$ cat config.mk
export PLATFORM = sky130hd
export DESIGN_NAME = acr_readout
export DESIGN_NICKNAME = d
export VERILOG_FILES = /design/src/verilog/acr_pkg.sv /design/src/verilog/acr_readout.sv
export SDC_FILE = /design/constraint.sdc
export NUM_CORES = 1
export LEC_CHECK = 0
export BUFFER_PORTS_ARGS = -buffer_cell sky130_fd_sc_hd__buf_2
export CORE_ASPECT_RATIO = 1.1
export CORE_MARGIN = 4
export CORE_UTILIZATION = 60
export DETAILED_ROUTE_END_ITERATION = 16
export GPL_TIMING_DRIVEN = 0
export PLACE_DENSITY = 0.8
export SLEW_MARGIN = 20
export SYNTH_ARGS = -nofsm -noshare
export SYNTH_HDL_FRONTEND = slang
export SYNTH_SLANG_ARGS = --single-unit
$ cat constraint.sdc
create_clock -name clk -period 10 [get_ports clk]
set_input_delay 1 -clock clk [delete_from_list [all_inputs] [get_ports clk]]
set_output_delay 1 -clock clk [all_outputs]
set_load 0.05 [all_outputs]
$ cat src/verilog/acr_pkg.sv
// acr_pkg: shared constants and types of the converter serial readout block
package acr_pkg;
	// ==========================================================
	// frame layout
	localparam int FRAME_BITS = 32;
	localparam int DATA_BITS = 31;
	localparam int CFG_BITS = 13;
	localparam int CHAN_BITS = 8;
	localparam int SPEED_BITS = 5;
	localparam int CHAN_LSB = 5;
	localparam int RATE_BIT = 0;
	localparam int MUX_FALL = 14;
	localparam logic [7:0] CFG_RESET = 8'h00;
	localparam logic [4:0] SPEED_RESET = 5'h1E;
	// ==========================================================
	// timing
	localparam int CLK_PERIOD_NS = 40;
	localparam int DONE_TEST_DELAY_NS = 500;
	localparam int DLY_CYC = (DONE_TEST_DELAY_NS + CLK_PERIOD_NS - 1) / CLK_PERIOD_NS;
	localparam int SCK_HALF_CYC = 4;
	// ==========================================================
	// states
	typedef enum logic [1:0] {
		ST_CONV = 2'b00,
		ST_SLEEP = 2'b01,
		ST_SHIFT = 2'b10
	} acr_state_t;
endpackage : acr_pkg

$ cat src/verilog/acr_readout.sv
// acr_readout: serial readout and configuration logic of the converter
`timescale 1ns/1ps
// Behaviour
// - data output released while chip select high
// - chip select low shows inverted done flag
// - conversion end always enters sleep
// - sleep holds result until first clock rise
// - output changes on falling, host samples rising
// - external: 32nd falling starts conversion, output and busy high
// - chip select rise mid frame aborts, converts
// - abort before 13th rise keeps old settings
// - two-wire: result loaded as busy falls
// - two-wire: 32nd falling raises output, busy, converts
// - internal: chip select low in sleep drives clock low
// - busy high converting, low until read
// - internal: clock starts 500ns after ready
// - chip select rise before delay keeps sleeping
// - internal: 32 rises, then high and convert
// - internal: abort after first rise converts
// - last speed bit selects double rate
// - normal rate: mux switches at 14th falling
module acr_readout import acr_pkg::*; #(
	parameter int SCK_HALF = SCK_HALF_CYC,
	parameter int DLY = DLY_CYC
) (
	// clock and reset
	input wire logic clk,
	input wire logic rst,
	// pins from the host
	input wire logic cs_n,
	input wire logic sck_in,
	input wire logic sdi,
	input wire logic clock_source_select,
	// pins to the host
	output logic sck_out,
	output logic sck_oe,
	output logic sdo_out,
	output logic sdo_oe,
	output logic busy,
	// converter core side
	input wire logic res_valid,
	input wire logic [DATA_BITS-1:0] res_data,
	output logic res_ready,
	output logic conv_start,
	// applied settings
	output logic [SPEED_BITS-1:0] speed_cfg,
	output logic double_rate_select,
	output logic [CHAN_BITS-1:0] mux_channel
);
	// ==========================================================
	// input synchronisers
	logic [1:0] cs_sy_reg, sck_sy_reg, sdi_sy_reg, sel_sy_reg;
	logic cs_d_reg, sck_d_reg;
	always_ff @(posedge clk or posedge rst) begin
		if (rst) begin
			cs_sy_reg <= 2'h3;
			sck_sy_reg <= 2'h0;
			sdi_sy_reg <= 2'h0;
			sel_sy_reg <= 2'h0;
			cs_d_reg <= 1'b1;
			sck_d_reg <= 1'b0;
		end else begin
			cs_sy_reg <= {cs_sy_reg[0], cs_n};
			sck_sy_reg <= {sck_sy_reg[0], sck_in};
			sdi_sy_reg <= {sdi_sy_reg[0], sdi};
			sel_sy_reg <= {sel_sy_reg[0], clock_source_select};
			cs_d_reg <= cs_sy_reg[1];
			sck_d_reg <= sck_sy_reg[1];
		end
	end
	wire cs_s = cs_sy_reg[1];
	wire int_mode = sel_sy_reg[1];
	wire cs_rise = cs_s & ~cs_d_reg;
	wire ext_rise = ~int_mode & sck_sy_reg[1] & ~sck_d_reg;
	wire ext_fall = ~int_mode & ~sck_sy_reg[1] & sck_d_reg;

	// ==========================================================
	// result buffer, two entries; the core stalls while it is full
	logic [DATA_BITS-1:0] buf_mem [0:1];
	logic buf_wr_reg, buf_rd_reg;
	logic [1:0] buf_cnt_reg;
	acr_state_t state_reg;
	wire buf_valid = buf_cnt_reg != 2'h0;
	wire push = res_valid & res_ready;
	// a conversion lasts at least two cycles, so the high flag is always seen after a frame
	wire load = (state_reg == ST_CONV) & buf_valid & ~conv_start;
	wire [1:0] buf_cnt_next = 2'(buf_cnt_reg + {1'b0, push} - {1'b0, load});
	always_ff @(posedge clk or posedge rst) begin
		if (rst) begin
			buf_wr_reg <= 1'b0;
			buf_rd_reg <= 1'b0;
			buf_cnt_reg <= 2'h0;
			res_ready <= 1'b1;
		end else begin
			buf_wr_reg <= buf_wr_reg ^ push;
			buf_rd_reg <= buf_rd_reg ^ load;
			buf_cnt_reg <= buf_cnt_next;
			res_ready <= buf_cnt_next != 2'h2;
		end
	end
	always_ff @(posedge clk) begin
		if (push) begin
			buf_mem[buf_wr_reg] <= res_data;
		end
	end

	// ==========================================================
	// edge generation and frame control
	logic [7:0] tmr_reg, div_reg;
	logic [5:0] rcnt_reg, fcnt_reg;
	logic [FRAME_BITS-1:0] sh_reg;
	logic [CFG_BITS-1:0] in_sh_reg;
	logic [CHAN_BITS-1:0] chan_reg;
	wire asleep_sel = (state_reg == ST_SLEEP) & ~cs_s;
	wire in_shift = state_reg == ST_SHIFT;
	// the delay restarts whenever chip select goes high, so a short poll never wakes it
	wire tmr_run = asleep_sel & int_mode;
	wire tmr_done = tmr_run & (tmr_reg == 8'(DLY - 1));
	wire div_done = in_shift & int_mode & (div_reg == 8'(SCK_HALF - 1));
	wire int_rise = tmr_done | (div_done & ~sck_out);
	wire int_fall = div_done & sck_out;
	wire rise_ev = int_rise | (ext_rise & (asleep_sel | (in_shift & ~cs_s)));
	wire fall_ev = int_fall | (ext_fall & in_shift & ~cs_s);
	wire abort = cs_rise & in_shift;
	wire int_end = int_mode & rise_ev & (rcnt_reg == 6'(FRAME_BITS - 1));
	wire ext_end = ~int_mode & fall_ev & (fcnt_reg == 6'(FRAME_BITS - 1));
	wire start = int_end | ext_end | abort;
	wire [CFG_BITS-1:0] in_word = {in_sh_reg[CFG_BITS-2:0], sdi_sy_reg[1]};
	wire commit = rise_ev & ~abort & (rcnt_reg == 6'(CFG_BITS - 1));
	wire [4:0] new_speed = in_word[4:0];
	wire [4:0] speed_next = (new_speed[4:1] == 4'h0) ? {speed_cfg[4:1], new_speed[0]} : new_speed;
	wire mux_1x = fall_ev & (fcnt_reg == 6'(MUX_FALL - 1)) & ~double_rate_select;
	acr_state_t st_next;
	assign st_next = start ? ST_CONV :
		load ? ST_SLEEP :
		(rise_ev & ~in_shift) ? ST_SHIFT : state_reg;
	wire [FRAME_BITS-1:0] sh_next = load ? {1'b0, buf_mem[buf_rd_reg]} :
		fall_ev ? {sh_reg[FRAME_BITS-2:0], 1'b1} : sh_reg;
	wire sck_next = (st_next == ST_CONV) | ((st_next == ST_SLEEP) & cs_s) |
		((st_next == ST_SHIFT) & (tmr_done | (div_done ? ~sck_out : sck_out)));

	always_ff @(posedge clk or posedge rst) begin
		if (rst) begin
			state_reg <= ST_CONV;
			tmr_reg <= 8'h00;
			div_reg <= 8'h00;
			rcnt_reg <= 6'h00;
			fcnt_reg <= 6'h00;
			sh_reg <= 32'hFFFFFFFF;
			in_sh_reg <= 13'h0000;
		end else begin
			state_reg <= st_next;
			tmr_reg <= tmr_run ? 8'(tmr_reg + 8'h01) : 8'h00;
			div_reg <= (~in_shift | div_done) ? 8'h00 : 8'(div_reg + 8'h01);
			rcnt_reg <= rise_ev ? 6'(rcnt_reg + 6'h01) : (in_shift ? rcnt_reg : 6'h00);
			fcnt_reg <= fall_ev ? 6'(fcnt_reg + 6'h01) : (in_shift ? fcnt_reg : 6'h00);
			sh_reg <= sh_next;
			if (rise_ev) begin
				in_sh_reg <= in_word;
			end
		end
	end

	// ==========================================================
	// pin and settings outputs
	always_ff @(posedge clk or posedge rst) begin
		if (rst) begin
			sdo_out <= 1'b1;
			sdo_oe <= 1'b0;
			sck_out <= 1'b1;
			sck_oe <= 1'b0;
			busy <= 1'b1;
			conv_start <= 1'b1;
			speed_cfg <= SPEED_RESET;
			chan_reg <= CFG_RESET;
			mux_channel <= CFG_RESET;
		end else begin
			// the last bit stands through the 32nd rise; the flag goes high a cycle later
			sdo_out <= ((st_next == ST_CONV) & ~int_end) | sh_next[FRAME_BITS-1];
			sdo_oe <= ~cs_s;
			sck_out <= sck_next;
			sck_oe <= int_mode;
			busy <= st_next == ST_CONV;
			conv_start <= start;
			if (commit) begin
				speed_cfg <= speed_next;
				chan_reg <= in_word[CHAN_LSB+CHAN_BITS-1:CHAN_LSB];
			end
			// double rate moves the mux as each result is taken, normal rate mid frame
			if (mux_1x) begin
				mux_channel <= chan_reg;
			end else if (start | (load & double_rate_select)) begin
				mux_channel <= chan_reg;
			end
		end
	end
	assign double_rate_select = speed_cfg[RATE_BIT];

	// ==========================================================
	// assertions
	property p_release;
		@(posedge clk) disable iff (rst) cs_s |=> !sdo_oe;
	endproperty
	a_release: assert property (p_release) else $error("sdo driven with cs high");
	property p_flag;
		@(posedge clk) disable iff (rst)
			(!cs_s && st_next == ST_CONV && !int_end) |=> sdo_oe && sdo_out;
	endproperty
	a_flag: assert property (p_flag) else $error("flag not high in conversion");
	property p_sleep;
		@(posedge clk) disable iff (rst) load |=> state_reg == ST_SLEEP && !busy && !sdo_out;
	endproperty
	a_sleep: assert property (p_sleep) else $error("no sleep after conversion");
	property p_ext_end;
		@(posedge clk) disable iff (rst) ext_end |=> busy && sdo_out && conv_start ##1 !conv_start;
	endproperty
	a_ext_end: assert property (p_ext_end) else $error("frame end wrong");
	property p_abort;
		@(posedge clk) disable iff (rst) abort |=> busy && sdo_out && state_reg == ST_CONV;
	endproperty
	a_abort: assert property (p_abort) else $error("abort did not convert");
	property p_keep;
		@(posedge clk) disable iff (rst) (abort && rcnt_reg < 6'(CFG_BITS)) |=> $stable(speed_cfg);
	endproperty
	a_keep: assert property (p_keep) else $error("settings changed on early abort");
	property p_delay;
		@(posedge clk) disable iff (rst)
			(int_mode && $rose(state_reg == ST_SHIFT)) |-> $past(tmr_reg) == 8'(DLY - 1);
	endproperty
	a_delay: assert property (p_delay) else $error("clock start delay wrong");
	property p_int_end;
		@(posedge clk) disable iff (rst) int_end |=> sck_out && busy ##1 sck_out && busy;
	endproperty
	a_int_end: assert property (p_int_end) else $error("clock not held high");
	property p_busy;
		@(posedge clk) disable iff (rst) (state_reg == ST_SHIFT && !start) |=> !busy;
	endproperty
	a_busy: assert property (p_busy) else $error("busy high during readout");
	// ==========================================================
	// link-side assertions
	property p_flag_low;
		@(posedge clk) disable iff (rst) (load && !cs_s) |=> sdo_oe && !sdo_out;
	endproperty
	a_flag_low: assert property (p_flag_low) else $error("flag not low in sleep");
	property p_hold;
		@(posedge clk) disable iff (rst)
			(state_reg == ST_SLEEP && !rise_ev) |=> state_reg == ST_SLEEP && $stable(sh_reg);
	endproperty
	a_hold: assert property (p_hold) else $error("sleep left without clock rise");
	property p_fall_only;
		@(posedge clk) disable iff (rst) (in_shift && !fall_ev && !start) |=> $stable(sdo_out);
	endproperty
	a_fall_only: assert property (p_fall_only) else $error("sdo moved off a fall");
	property p_load;
		@(posedge clk) disable iff (rst)
			load |=> !sh_reg[FRAME_BITS-1] && sh_reg[FRAME_BITS-2:0] == buf_mem[~buf_rd_reg];
	endproperty
	a_load: assert property (p_load) else $error("result not loaded");
	property p_two_end;
		@(posedge clk) disable iff (rst) ext_end |=> busy && sdo_out && state_reg == ST_CONV;
	endproperty
	a_two_end: assert property (p_two_end) else $error("no conversion after 32nd fall");
	property p_sck_low;
		@(posedge clk) disable iff (rst)
			(int_mode && state_reg == ST_SLEEP && !cs_s && !tmr_done) |=> !sck_out;
	endproperty
	a_sck_low: assert property (p_sck_low) else $error("sck not low while polled");
	property p_stay;
		@(posedge clk) disable iff (rst)
			(int_mode && state_reg == ST_SLEEP && cs_s) |=> state_reg == ST_SLEEP && tmr_reg == 8'h00;
	endproperty
	a_stay: assert property (p_stay) else $error("woke with cs high");
	property p_last;
		@(posedge clk) disable iff (rst)
			int_end |=> sdo_out == $past(sh_reg[FRAME_BITS-1]) ##1 sdo_out && busy;
	endproperty
	a_last: assert property (p_last) else $error("last bit or end flag wrong");
	property p_int_abort;
		@(posedge clk) disable iff (rst)
			(int_mode && abort) |=> busy && sck_out && state_reg == ST_CONV;
	endproperty
	a_int_abort: assert property (p_int_abort) else $error("internal abort wrong");
	property p_rate;
		@(posedge clk) disable iff (rst) commit |=> double_rate_select == $past(in_word[RATE_BIT]);
	endproperty
	a_rate: assert property (p_rate) else $error("rate select not taken");
	property p_mux;
		@(posedge clk) disable iff (rst)
			(fall_ev && fcnt_reg == 6'(MUX_FALL - 1) && !double_rate_select) |=> mux_channel == chan_reg;
	endproperty
	a_mux: assert property (p_mux) else $error("mux not switched at 14th fall");
	property p_sample;
		@(posedge clk) disable iff (rst) rise_ev |=> in_sh_reg[0] == $past(sdi_sy_reg[1]);
	endproperty
	a_sample: assert property (p_sample) else $error("input bit not taken");
	property p_chan;
		@(posedge clk) disable iff (rst)
			commit |=> chan_reg == $past(in_word[CHAN_LSB+CHAN_BITS-1:CHAN_LSB]);
	endproperty
	a_chan: assert property (p_chan) else $error("channel not taken");
	c_ext_frame: cover property (@(posedge clk) disable iff (rst) ext_end);
	c_int_frame: cover property (@(posedge clk) disable iff (rst) int_end);
	c_abort: cover property (@(posedge clk) disable iff (rst) abort && rcnt_reg > 6'h0D);
	c_full: cover property (@(posedge clk) disable iff (rst) !res_ready);
	c_poll: cover property (@(posedge clk) disable iff (rst) int_mode && cs_rise && !in_shift);
endmodule : acr_readout

* Yosys cells after proc, flatten, opt, wreduce, memory -nomap -nowiden *
Memories as Yosys holds them, arrays and structs flattened.
Cells that the tools add are included.
Widths: inputs -> output; s select.

storage, ports and cells
  memories kept = 1
  word-level logic and storage cells = 129
  output and inout port bits = 21
  RAM bits = 62
  register bits = 116

operators by class
  bitwise gates (word level) = 59
  add/subtract/negate cells = 6
  multiplexer cells = 15
  reduce and logical (&&, ||, !) cells = 7
  equal/unequal tests = 13

memories
  memory   words  bits a word  read ports  clocked after memory_dff  write ports  line               text
  buf_mem  2      31           1           0                         1            acr_readout.sv:79  logic [DATA_BITS-1:0] buf_mem [0:1];

operator list
  cell                 number
  $mux 32              2
  $and 1x1->1          33
  $mux 8               4
  $mux 6               3
  $add 8x1->8 const B  2
  $add 6x1->6 const B  2
  $eq 6x4->1 const B   2
  $eq 6x5->1 const B   2
  $not 1->1            12
  $or 1x1->1           12
  $eq 8x2->1 const B   1
  $eq 8x4->1 const B   1
  $mux 2               3
  $reduce_bool 2->1    3
  $eq 2x1->1 const B   2
  $eq 2x2->1 const B   2
  $logic_not 2->1      2
  $logic_not 4->1      1
  $ne 2x1->1 const B   2
  $mux 1               3
  $add 2x1->2          1
  $ne 2x2->1 const B   1
  $reduce_and 2->1     1
  $sub 2x1->2          1
  $xor 1x1->1          2

* Depth between registers and ports, before layout *
Gate-level depths: netlist of run 1.

  depth in word-level cells = 15
  mapped depth = 11
  mapped depth without buffers = 10

* Worst setup path after synthesis of run 1 *
No wires, ideal clock.

  path kind = register -> register
  start = reg div_reg[0]
  end = reg mux_channel[0]
  path buffers = 1
  setup slack = 7.314 ns
  cell stages (with the launch flop) = 11
  period minus slack after synthesis = 2.686 ns
  arrival time = 2.561 ns
  cells stage by stage = dfrtp_1 -> ha_1 -> nor4b_1 -> nand2_1 -> nor2_1 -> ha_1 -> a31o_1 -> buf_6 -> a41o_4 -> a2111oi_4 -> mux2_2

on the way
  longest elaborated chain between the ends = 11
  elaborated cells on any way between the ends = 18
  those cells by class = eq/ne: 1; mux: 1; bitwise: 15; reduce/logical: 1

RTL lines
  what                         line                text
  start, declared              acr_readout.sv:109  logic [7:0] tmr_reg, div_reg;
  start signal, assigned       acr_readout.sv:154  div_reg <= (~in_shift | div_done) ? 8'h00 : 8'(div_reg + 8'h01);
  $eq 8x2->1 *                 acr_readout.sv:119  wire div_done = in_shift & int_mode & (div_reg == 8'(SCK_HALF - 1));
  $and 1x1->1 *                acr_readout.sv:119
  $and 1x1->1                  acr_readout.sv:120  wire int_rise = tmr_done | (div_done & ~sck_out);
  $or 1x1->1                   acr_readout.sv:120
  $or 1x1->1                   acr_readout.sv:122  wire rise_ev = int_rise | (ext_rise & (asleep_sel | (in_shift & ~cs_s)));
  $and 1x1->1 (2 in a row)     acr_readout.sv:125  wire int_end = int_mode & rise_ev & (rcnt_reg == 6'(FRAME_BITS - 1));
  $or 1x1->1 (2 in a row)      acr_readout.sv:127  wire start = int_end | ext_end | abort;
  $or 1x1->1                   acr_readout.sv:192  end else if (start | (load & double_rate_select)) begin
  $reduce_bool 2->1 (no line)  -
  end signal, assigned         acr_readout.sv:191  mux_channel <= chan_reg;
  end signal, assigned         acr_readout.sv:193  mux_channel <= chan_reg;
  end, declared                acr_readout.sv:48   output logic [CHAN_BITS-1:0] mux_channel

Mark *: on every way between the ends. The rest lies on a longest branch, timed or not.
A chain may end at the register's enable or synchronous reset.

* Worst setup path in the final report of run 1 *
Same ends and word-level chain as after synthesis.

==> run_results.csv, run 1 <==
group,metric,value,unit
status,outcome,"completed",
sta,hold_viol,0,
cts,cts_num_sinks,178,
detailed_routing,ant_nets,0,
die,start_util,62.4,%
detailed_routing,dr.pass1.iters,4,
cts,clk_pin_slew,0.06,ns
yosys,ys.flop_type,"dfrtp_1",
cts,cts_resized,0,
sta,grt_setup_unrepaired,"false",
yosys,yosys.area_share.adder,2.23,%
detailed_routing,drtIter0Drc,303,
yosys,syn-cell-area,7290,sq um
sta,setup_tns,0,ns
yosys,synth_top_cells_by_count,"nand2_1, dfrtp_1, edfxtp_1, dfstp_2, nor2_1",
die,die_w,113,um
yosys,ys_ff_latch,178,
sta,period_needed,3.06,ns
yosys,synthMostInstantiatedCell,"nand2_1",
global_routing,grt_pass1_wl,22700,um
placement,gp_congestion,0.814,
worst_setup_path,critPathTopFamily,"compound AO/OA/AOI/OAI gates",
worst_setup_path,r2r_cells,10,
worst_setup_path,cp.required,10.30,ns
placement,place_ws,6.93,ns
hold_path,hold_depth,0,
power,power_density,255,nW/um^2
power,ir_drop,0.000141,V
yosys,synth_edf_count,62,
worst_setup_path,critPathArrivalTime,3.36,ns
global_routing,grt.total_usage,20.7,%
worst_setup_path,endpoint_kind,"flop",
layout,fin_area,8380,sq um
yosys,synth_compound_area_share,10.3,%
detailed_routing,wl_met2,7080,um
yosys,ys_types,52,
layout,drive_gt1_share,23.8,%
layout,syn2layout_area_growth,14.8,%
detailed_routing,top_layer,"met4",
power,p_leak,3.53,nW
worst_setup_path,crit_fanout,9,
detailed_routing,avgViaCountPerCell,5.67,
worst_setup_path,max_stage_delay,0.72,ns
cts,postCtsSetupBuffers,0,
sta,relSlewSlack,46.1,%
detailed_routing,wl_met3,567,um
placement,portBuffers,58,
detailed_routing,drc,0,
cts,cts_htree_levels,4,
sta,clock_skew,0.00779,ns
worst_setup_path,cp.buffers_inverters,1,
yosys,synth_nets,646,
power,power,2.14,mW
worst_setup_path,worst-setup-path-type,"flop to flop",
detailed_routing,routedWlPerCell,15.9,um
worst_setup_path,worstPathCellList,"ha_1, nor4b_1, nand2_1, nor2_1, ha_1, a31o_1, buf_6, a41o_4, a2111oi_4, mux2_2",
die,ioPinCount,59,
cts,cts-buffers-inserted,17,
layout,finalNetCount,724,
layout,num_antenna_cells,0,
sta,tightest_slew,0.803,ns
die,rows,41,
die,core,11700,sq um
cts,postCtsHoldBufs,0,
cts,clock_latency,0.42,ns
yosys,ys_warn_count,0,
layout,stdcell_count,836,
global_routing,grt_pass1_vias,4919,
yosys,synth.area.top_cells,"edfxtp_1, dfrtp_1, dfstp_2",
sta,slew_viol_final,0,
sta,clock.fmax,0.327,GHz
yosys,synth_top_area_share,25.5,%
placement,hpwlAfterDp,8870,um
cts,tritoncts,"done",
hold_path,hold_class,"flop to flop",
worst_setup_path,startpoint_type,"flop",
sta,fin_ws,6.94,ns
yosys,synthMuxAreaShare,2.76,%
job,cap_violations,0,
die,die_y,124,um
sta,fin_crit_sh,30.6,%
yosys,synthArstFlopShare,65.2,%
yosys,synthSimpleGateAreaFrac,13.7,%
placement,dp_cells,804,
global_routing,grt_max_degree,66,
die,die_area,14000,sq um
yosys,ys_seq_area_share,66.1,%
worst_setup_path,path_depth,10,
detailed_routing,wl_met1,5340,um
yosys,syn_area_per_cell,12.3,sq um
cts,cts_root_buffer,"clkbuf_16",
yosys,syn_inst,595,
detailed_routing,vias,4740,
global_routing,antenna_found_initial,0,
sta,fin_hold_ws,0.351,ns
cts,cts.path.max_buffers,2,
global_routing,grt-ovfl-total,0,
worst_setup_path,path_common_cell,"ha_1",
layout,fill_cells,800,
yosys,synth_area_leader_cell,"edfxtp_1",
placement,placed_area,7810,sq um
worst_setup_path,slowest_stage,"a2111oi_4",
detailed_routing,wirelength,13300,um
yosys,synth_xor_area_share,2.16,%
layout,largest_reg_flops,62,
layout,fin_util,71.6,%
sta,setup-violations-final,0,
yosys,synth_top_family_by_area,"simple AND/OR/NAND/NOR gates",
-- cell families after synthesis --
kind of cell | after synthesis
AND/OR/NAND/NOR | 212
multiplexers | 18
flip-flops | 178
buffers and inverters | 48
XOR/XNOR | 18
AO/OA/AOI/OAI | 108
adder cells (fa/ha/maj) | 13
-- final cells by class --
| class | instances | area [sq um] | share of cell area, % |
|---|---|---|---|
| Timing Repair Buffer | 59 | 318 | 3.79 |
| Sequential cell | 178 | 4820 | 57.5 |
| Inverter | 20 | 80.1 | 0.956 |
| Multi-Input combinational cell | 369 | 2280 | 27.2 |
| Clock inverter | 14 | 138 | 1.64 |
| Clock buffer | 18 | 429 | 5.12 |
| Tap cell | 150 | 188 | 2.24 |
| Buffer | 28 | 125 | 1.49 |
-- final timing paths --
path	from	endpoint	slack (ns)
max reg2reg	div_reg[0]	mux_channel[0]	6.94
max	div_reg[0]	mux_channel[0]	6.94
min reg2reg	sel_sy_reg[0]	sel_sy_reg[1]	0.35
min in group asynchronous	rst	mux_channel[3]	0.62
max in group asynchronous	rst	sh_reg[4]	8.68
min	sel_sy_reg[0]	sel_sy_reg[1]	0.35
-- report_power, final --
| part | internal [mW] | switching [mW] | total (mW) |
|---|---|---|---|
| Sequential | 0.972 | 0.0819 | 1.05 |
| Clock | 0.366 | 0.268 | 0.635 |
| Combinational | 0.162 | 0.289 | 0.451 |
-- worst register-to-register path, delay by kind of cell (launching register included) --
| family | cells | cell delay [ns] |
|---|---|---|
| AOI/OAI and AO/OA | 3 | 1.18 |
| adders and majority gates | 2 | 0.47 |
| buffers and inverters | 1 | 0.14 |
| DFF | 1 | 0.42 |
| muxes | 1 | 0.42 |
| and+or+nand+nor | 3 | 0.33 |
-- cell usage in the layout (no fill, tap or decap), types with 3 or more instances in the layout --
master | netlist | final
nor4bb_1 | 3 | 3
edfxtp_1 | 62 | 62
clkinv_2 | 0 | 4
nor2b_1 | 32 | 32
a22o_1 | 4 | 4
mux2_2 | 17 | 17
a21oi_1 | 6 | 6
o21ai_0 | 21 | 21
xnor2_1 | 6 | 6
clkbuf_1 | 23 | 24
inv_1 | 19 | 18
nor2_1 | 33 | 33
a211oi_1 | 30 | 30
nand2_1 | 101 | 101
ha_1 | 13 | 11
buf_2 | 1 | 59
clkbuf_16 | 0 | 17
xor2_1 | 12 | 12
nor3_1 | 7 | 7
dfrtp_1 | 72 | 72
dfstp_2 | 44 | 44
and2_1 | 3 | 3
nand2b_1 | 3 | 3
clkinv_1 | 1 | 3
nand3_1 | 12 | 12
a31oi_1 | 32 | 32
inv_6 | 0 | 3
and3_1 | 6 | 6
-- routing by layer --
| layer | vias up | track usage (%) |
|---|---|---|
| met3 | 31 | 5.10 |
| met4 | 0 | 8.72 |
| met1 | 2319 | 24.0 |
| met2 | 126 | 36.9 |
| li1 | 2264 | - |
| met5 | - | 0 |
Power figures use the tool's default switching activity.
==> run 2, diff against run 1 <==
Settings changed: ABC_AREA set to 1, CORE_UTILIZATION 60 to 54, PLACE_DENSITY 0.8 to 0.76.
Clock period 10 ns to 2.8 ns, I/O delays scaled along.
==> run 2 against run 1 <==
Area after synthesis is 0.74% lower. Cell count is 11% higher. Routed wire length is 3.6% lower. Via count is 1.2% higher. Critical endpoint is now res_ready. Worst setup slack worse by 6.6 ns. Clock skew is 0.00074 ns higher. Flip-flop and latch count stayed put. Die area is 9.6% higher. Synthesized cell count is 13% higher. Final area is 0.57% higher.
==> run_results.csv, run 2 <==
group,metric,value,unit
job,cap_violations,0,
die,rows,44,
cts,tritoncts,"done",
worst_setup_path,crit_fanout,10,
yosys,synthMostInstantiatedCell,"nand2_1",
sta,tightest_slew,0.787,ns
sta,relSlewSlack,47.6,%
global_routing,grt-ovfl-total,0,
yosys,ys_ff_latch,178,
layout,layout_common_cells,"nand2_1, nor2_1, dfrtp_1",
yosys,synth_nets,722,
sta,setup-violations-final,0,
global_routing,antenna_found_initial,0,
detailed_routing,wirelength,12800,um
sta,clock.fmax,0.408,GHz
die,die_w,118,um
power,power_density,888,nW/um^2
worst_setup_path,max_stage_delay,0.74,ns
detailed_routing,ant_nets,0,
sta,clock_skew,0.00853,ns
hold_path,hold_class,"primary input to flop",
power,seq_power_share,48.9,%
sta,period_needed,2.45,ns
cts,postCtsSetupBuffers,0,
status,outcome,"completed",
worst_setup_path,critPathArrivalTime,2.81,ns
placement,dp_cells,893,
layout,syn2layout_area_growth,16.3,%
cts,cts_root_buffer,"clkbuf_16",
yosys,ys_warn_count,0,
die,ioPinCount,59,
hold_path,hold_depth,1,
cts,cts_num_sinks,178,
layout,finalNetCount,807,
yosys,syn_inst,671,
detailed_routing,avgViaCountPerCell,5.16,
worst_setup_path,worstPathCellList,"nor4_4, buf_2, ha_1, inv_1, ha_1, or2_2",
power,p_clk_share,30.3,%
worst_setup_path,worst-setup-path-type,"flop to flop",
yosys,ys_types,37,
layout,largest_reg_flops,62,
global_routing,grt.total_usage,18.2,%
worst_setup_path,ff2ff_setup_slack,0.35,ns
worst_setup_path,slowest_stage,"nor4_4",
global_routing,grt_pass1_vias,4809,
layout,multiInputGateArea,2080,sq um
placement,portBuffers,58,
die,start_util,55.0,%
power,p_sw_share,30.4,%
yosys,synth_top_cells_by_count,"nand2_1, nor2_1, dfrtp_1, inv_1, edfxtp_1",
power,power.net_switching,2.27,mW
sta,grt_setup_unrepaired,"false",
detailed_routing,routedWlPerCell,13.8,um
placement,placed_area,7800,sq um
die,die_area,15300,sq um
die,die_y,129,um
layout,num_antenna_cells,0,
yosys,syn_area_per_cell,10.8,sq um
global_routing,grt_pass1_wl,22200,um
worst_setup_path,endpoint_kind,"flop",
worst_setup_path,cp.buffers_inverters,2,
cts,clock_latency,0.43,ns
layout,drive_gt1_share,21.6,%
yosys,synth_area_leader_cell,"edfxtp_1",
layout,final_common_cell,"nand2_1",
detailed_routing,vias,4798,
layout,fin_area,8420,sq um
power,p_leak,3.62,nW
yosys,syn-cell-area,7240,sq um
placement,gp_congestion,0.799,
placement,hpwlAfterDp,8990,um
layout,stdcell_count,930,
sta,hold_viol,0,
sta,fin_hold_ws,0.0349,ns
hold_path,min_to,"buf_mem[0][22]",
yosys,synth_edf_count,62,
worst_setup_path,startpoint_type,"flop",
global_routing,grt_max_degree,36,
power,ir_drop,0.000782,V
worst_setup_path,cp.required,3.16,ns
power,internal_power,5.20,mW
worst_setup_path,r2r_cells,6,
cts,cts.path.max_buffers,2,
layout,fill_cells,1026,
cts,cts-buffers-inserted,17,
sta,slew_viol_final,0,
detailed_routing,drc,0,
yosys,synthArstFlopShare,65.2,%
hold_path,min_from,"res_data[22]",
detailed_routing,dr.pass1.iters,5,
sta,setup_tns,0,ns
yosys,ys_seq_area_share,66.6,%
yosys,ys.flop_type,"dfrtp_1",
die,core,13200,sq um
worst_setup_path,r2r-end,"res_ready",
yosys,synth_top_area_share,25.7,%
power,power_frac_comb,20.8,%
worst_setup_path,critPathTopFamily,"simple AND/OR/NAND/NOR gates",
layout,regArea,4820,sq um
worst_setup_path,path_common_cell,"ha_1",
yosys,synth.area.top_cells,"edfxtp_1, dfrtp_1, dfstp_2",
worst_setup_path,r2r_start,"state_reg[1]",
cts,clk_pin_slew,0.07,ns
cts,cts_htree_levels,4,
sta,fin_crit_sh,87.6,%
detailed_routing,drtIter0Drc,252,
power,power,7.48,mW
## run 2: changes by cell type in the layout (fill, tap and decap cells not counted), moves of 7 or more
cell,delta
a211oi_1,-30
a31oi_1,-32
buf_2,+7
clkbuf_1,-15
inv_1,+45
mux2_2,-17
nand2_1,+71
nand3_1,+16
nor2_1,+41
nor2b_1,-32
o211ai_1,+8
o21ai_0,+18
o311ai_1,+19
## run 2: worst max path at each step
| stage | from | endpoint | slack [ns] | cells after the start |
|---|---|---|---|---|
| CTS | state_reg[1] | res_ready | 0.29 | 6 |
| global placement | state_reg[1] | res_ready | 0.34 | 6 |
| floorplan | state_reg[1] | res_ready | 0.67 | 6 |
| finish | state_reg[1] | res_ready | 0.35 | 6 |
| detailed placement | state_reg[1] | res_ready | 0.32 | 6 |
| global route | state_reg[1] | res_ready | 0.15 | 6 |
## run 2: per-layer routing
layer	wire length (um)	vias to the layer above	part of all wire (%)	global-route usage (%)
met1	5280	2298	41	20.8
met2	6820	79	53	33.0
met5	0	-	0	0
met4	242	0	1.9	7.43
li1	-	2399	-	-
met3	464	22	3.6	4.80
## run 2: power by group through the flow
stage / clock network (mW) / registers, mW / logic [mW]
3_5_place_dp: 0 / 3.71 / 1.56
4_1_cts: 2.30 / 3.66 / 1.59
6_report: 2.26 / 3.66 / 1.55
3_3_place_gp: 0 / 3.69 / 1.48
5_1_grt: 2.43 / 3.71 / 1.78
2_1_floorplan: 0 / 3.74 / 1.09
## run 2: area by class of cell
cell class              count  area share (%)
plain buffers              20            1.11
multi-input cells         407            24.7
inverters                  66            2.99
repair buffers             66            4.75
well taps                 161            2.39
clock inverters            15            1.75
flip-flops and latches    178            57.2
clock buffers              17            5.05
## run 2: cell families (layout without fill, tap and decap cells)
family                     count (synthesis)  count (layout)  synth area share [%]
AOI/OAI and AO/OA                         84              84                  7.69
xor gates and xnor gates                   9               9                  1.09
adders and majority gates                 13              13                  2.25
and+or+nand+nor                          301             301                  17.7
buffers and inverters                     86             184                  4.72
DFF                                      178             178                  66.6
## run 2: stage by stage
step | util [%] | worst slack, ns
after detailed placement | 59.3 | 0.318
after global placement | 58.8 | 0.342
after floorplan | - | 0.670
final | 64.0 | 0.348
after CTS | 64.0 | 0.290
after global routing | 64.0 | 0.152
## run 2: timing repair
action / 4_1_cts / 5_1_grt
gates resized for setup: 0 / 0
setup endpoints to repair: 0 / 0
hold buffers: 5 / 0
hold endpoints to repair: 22 / 0
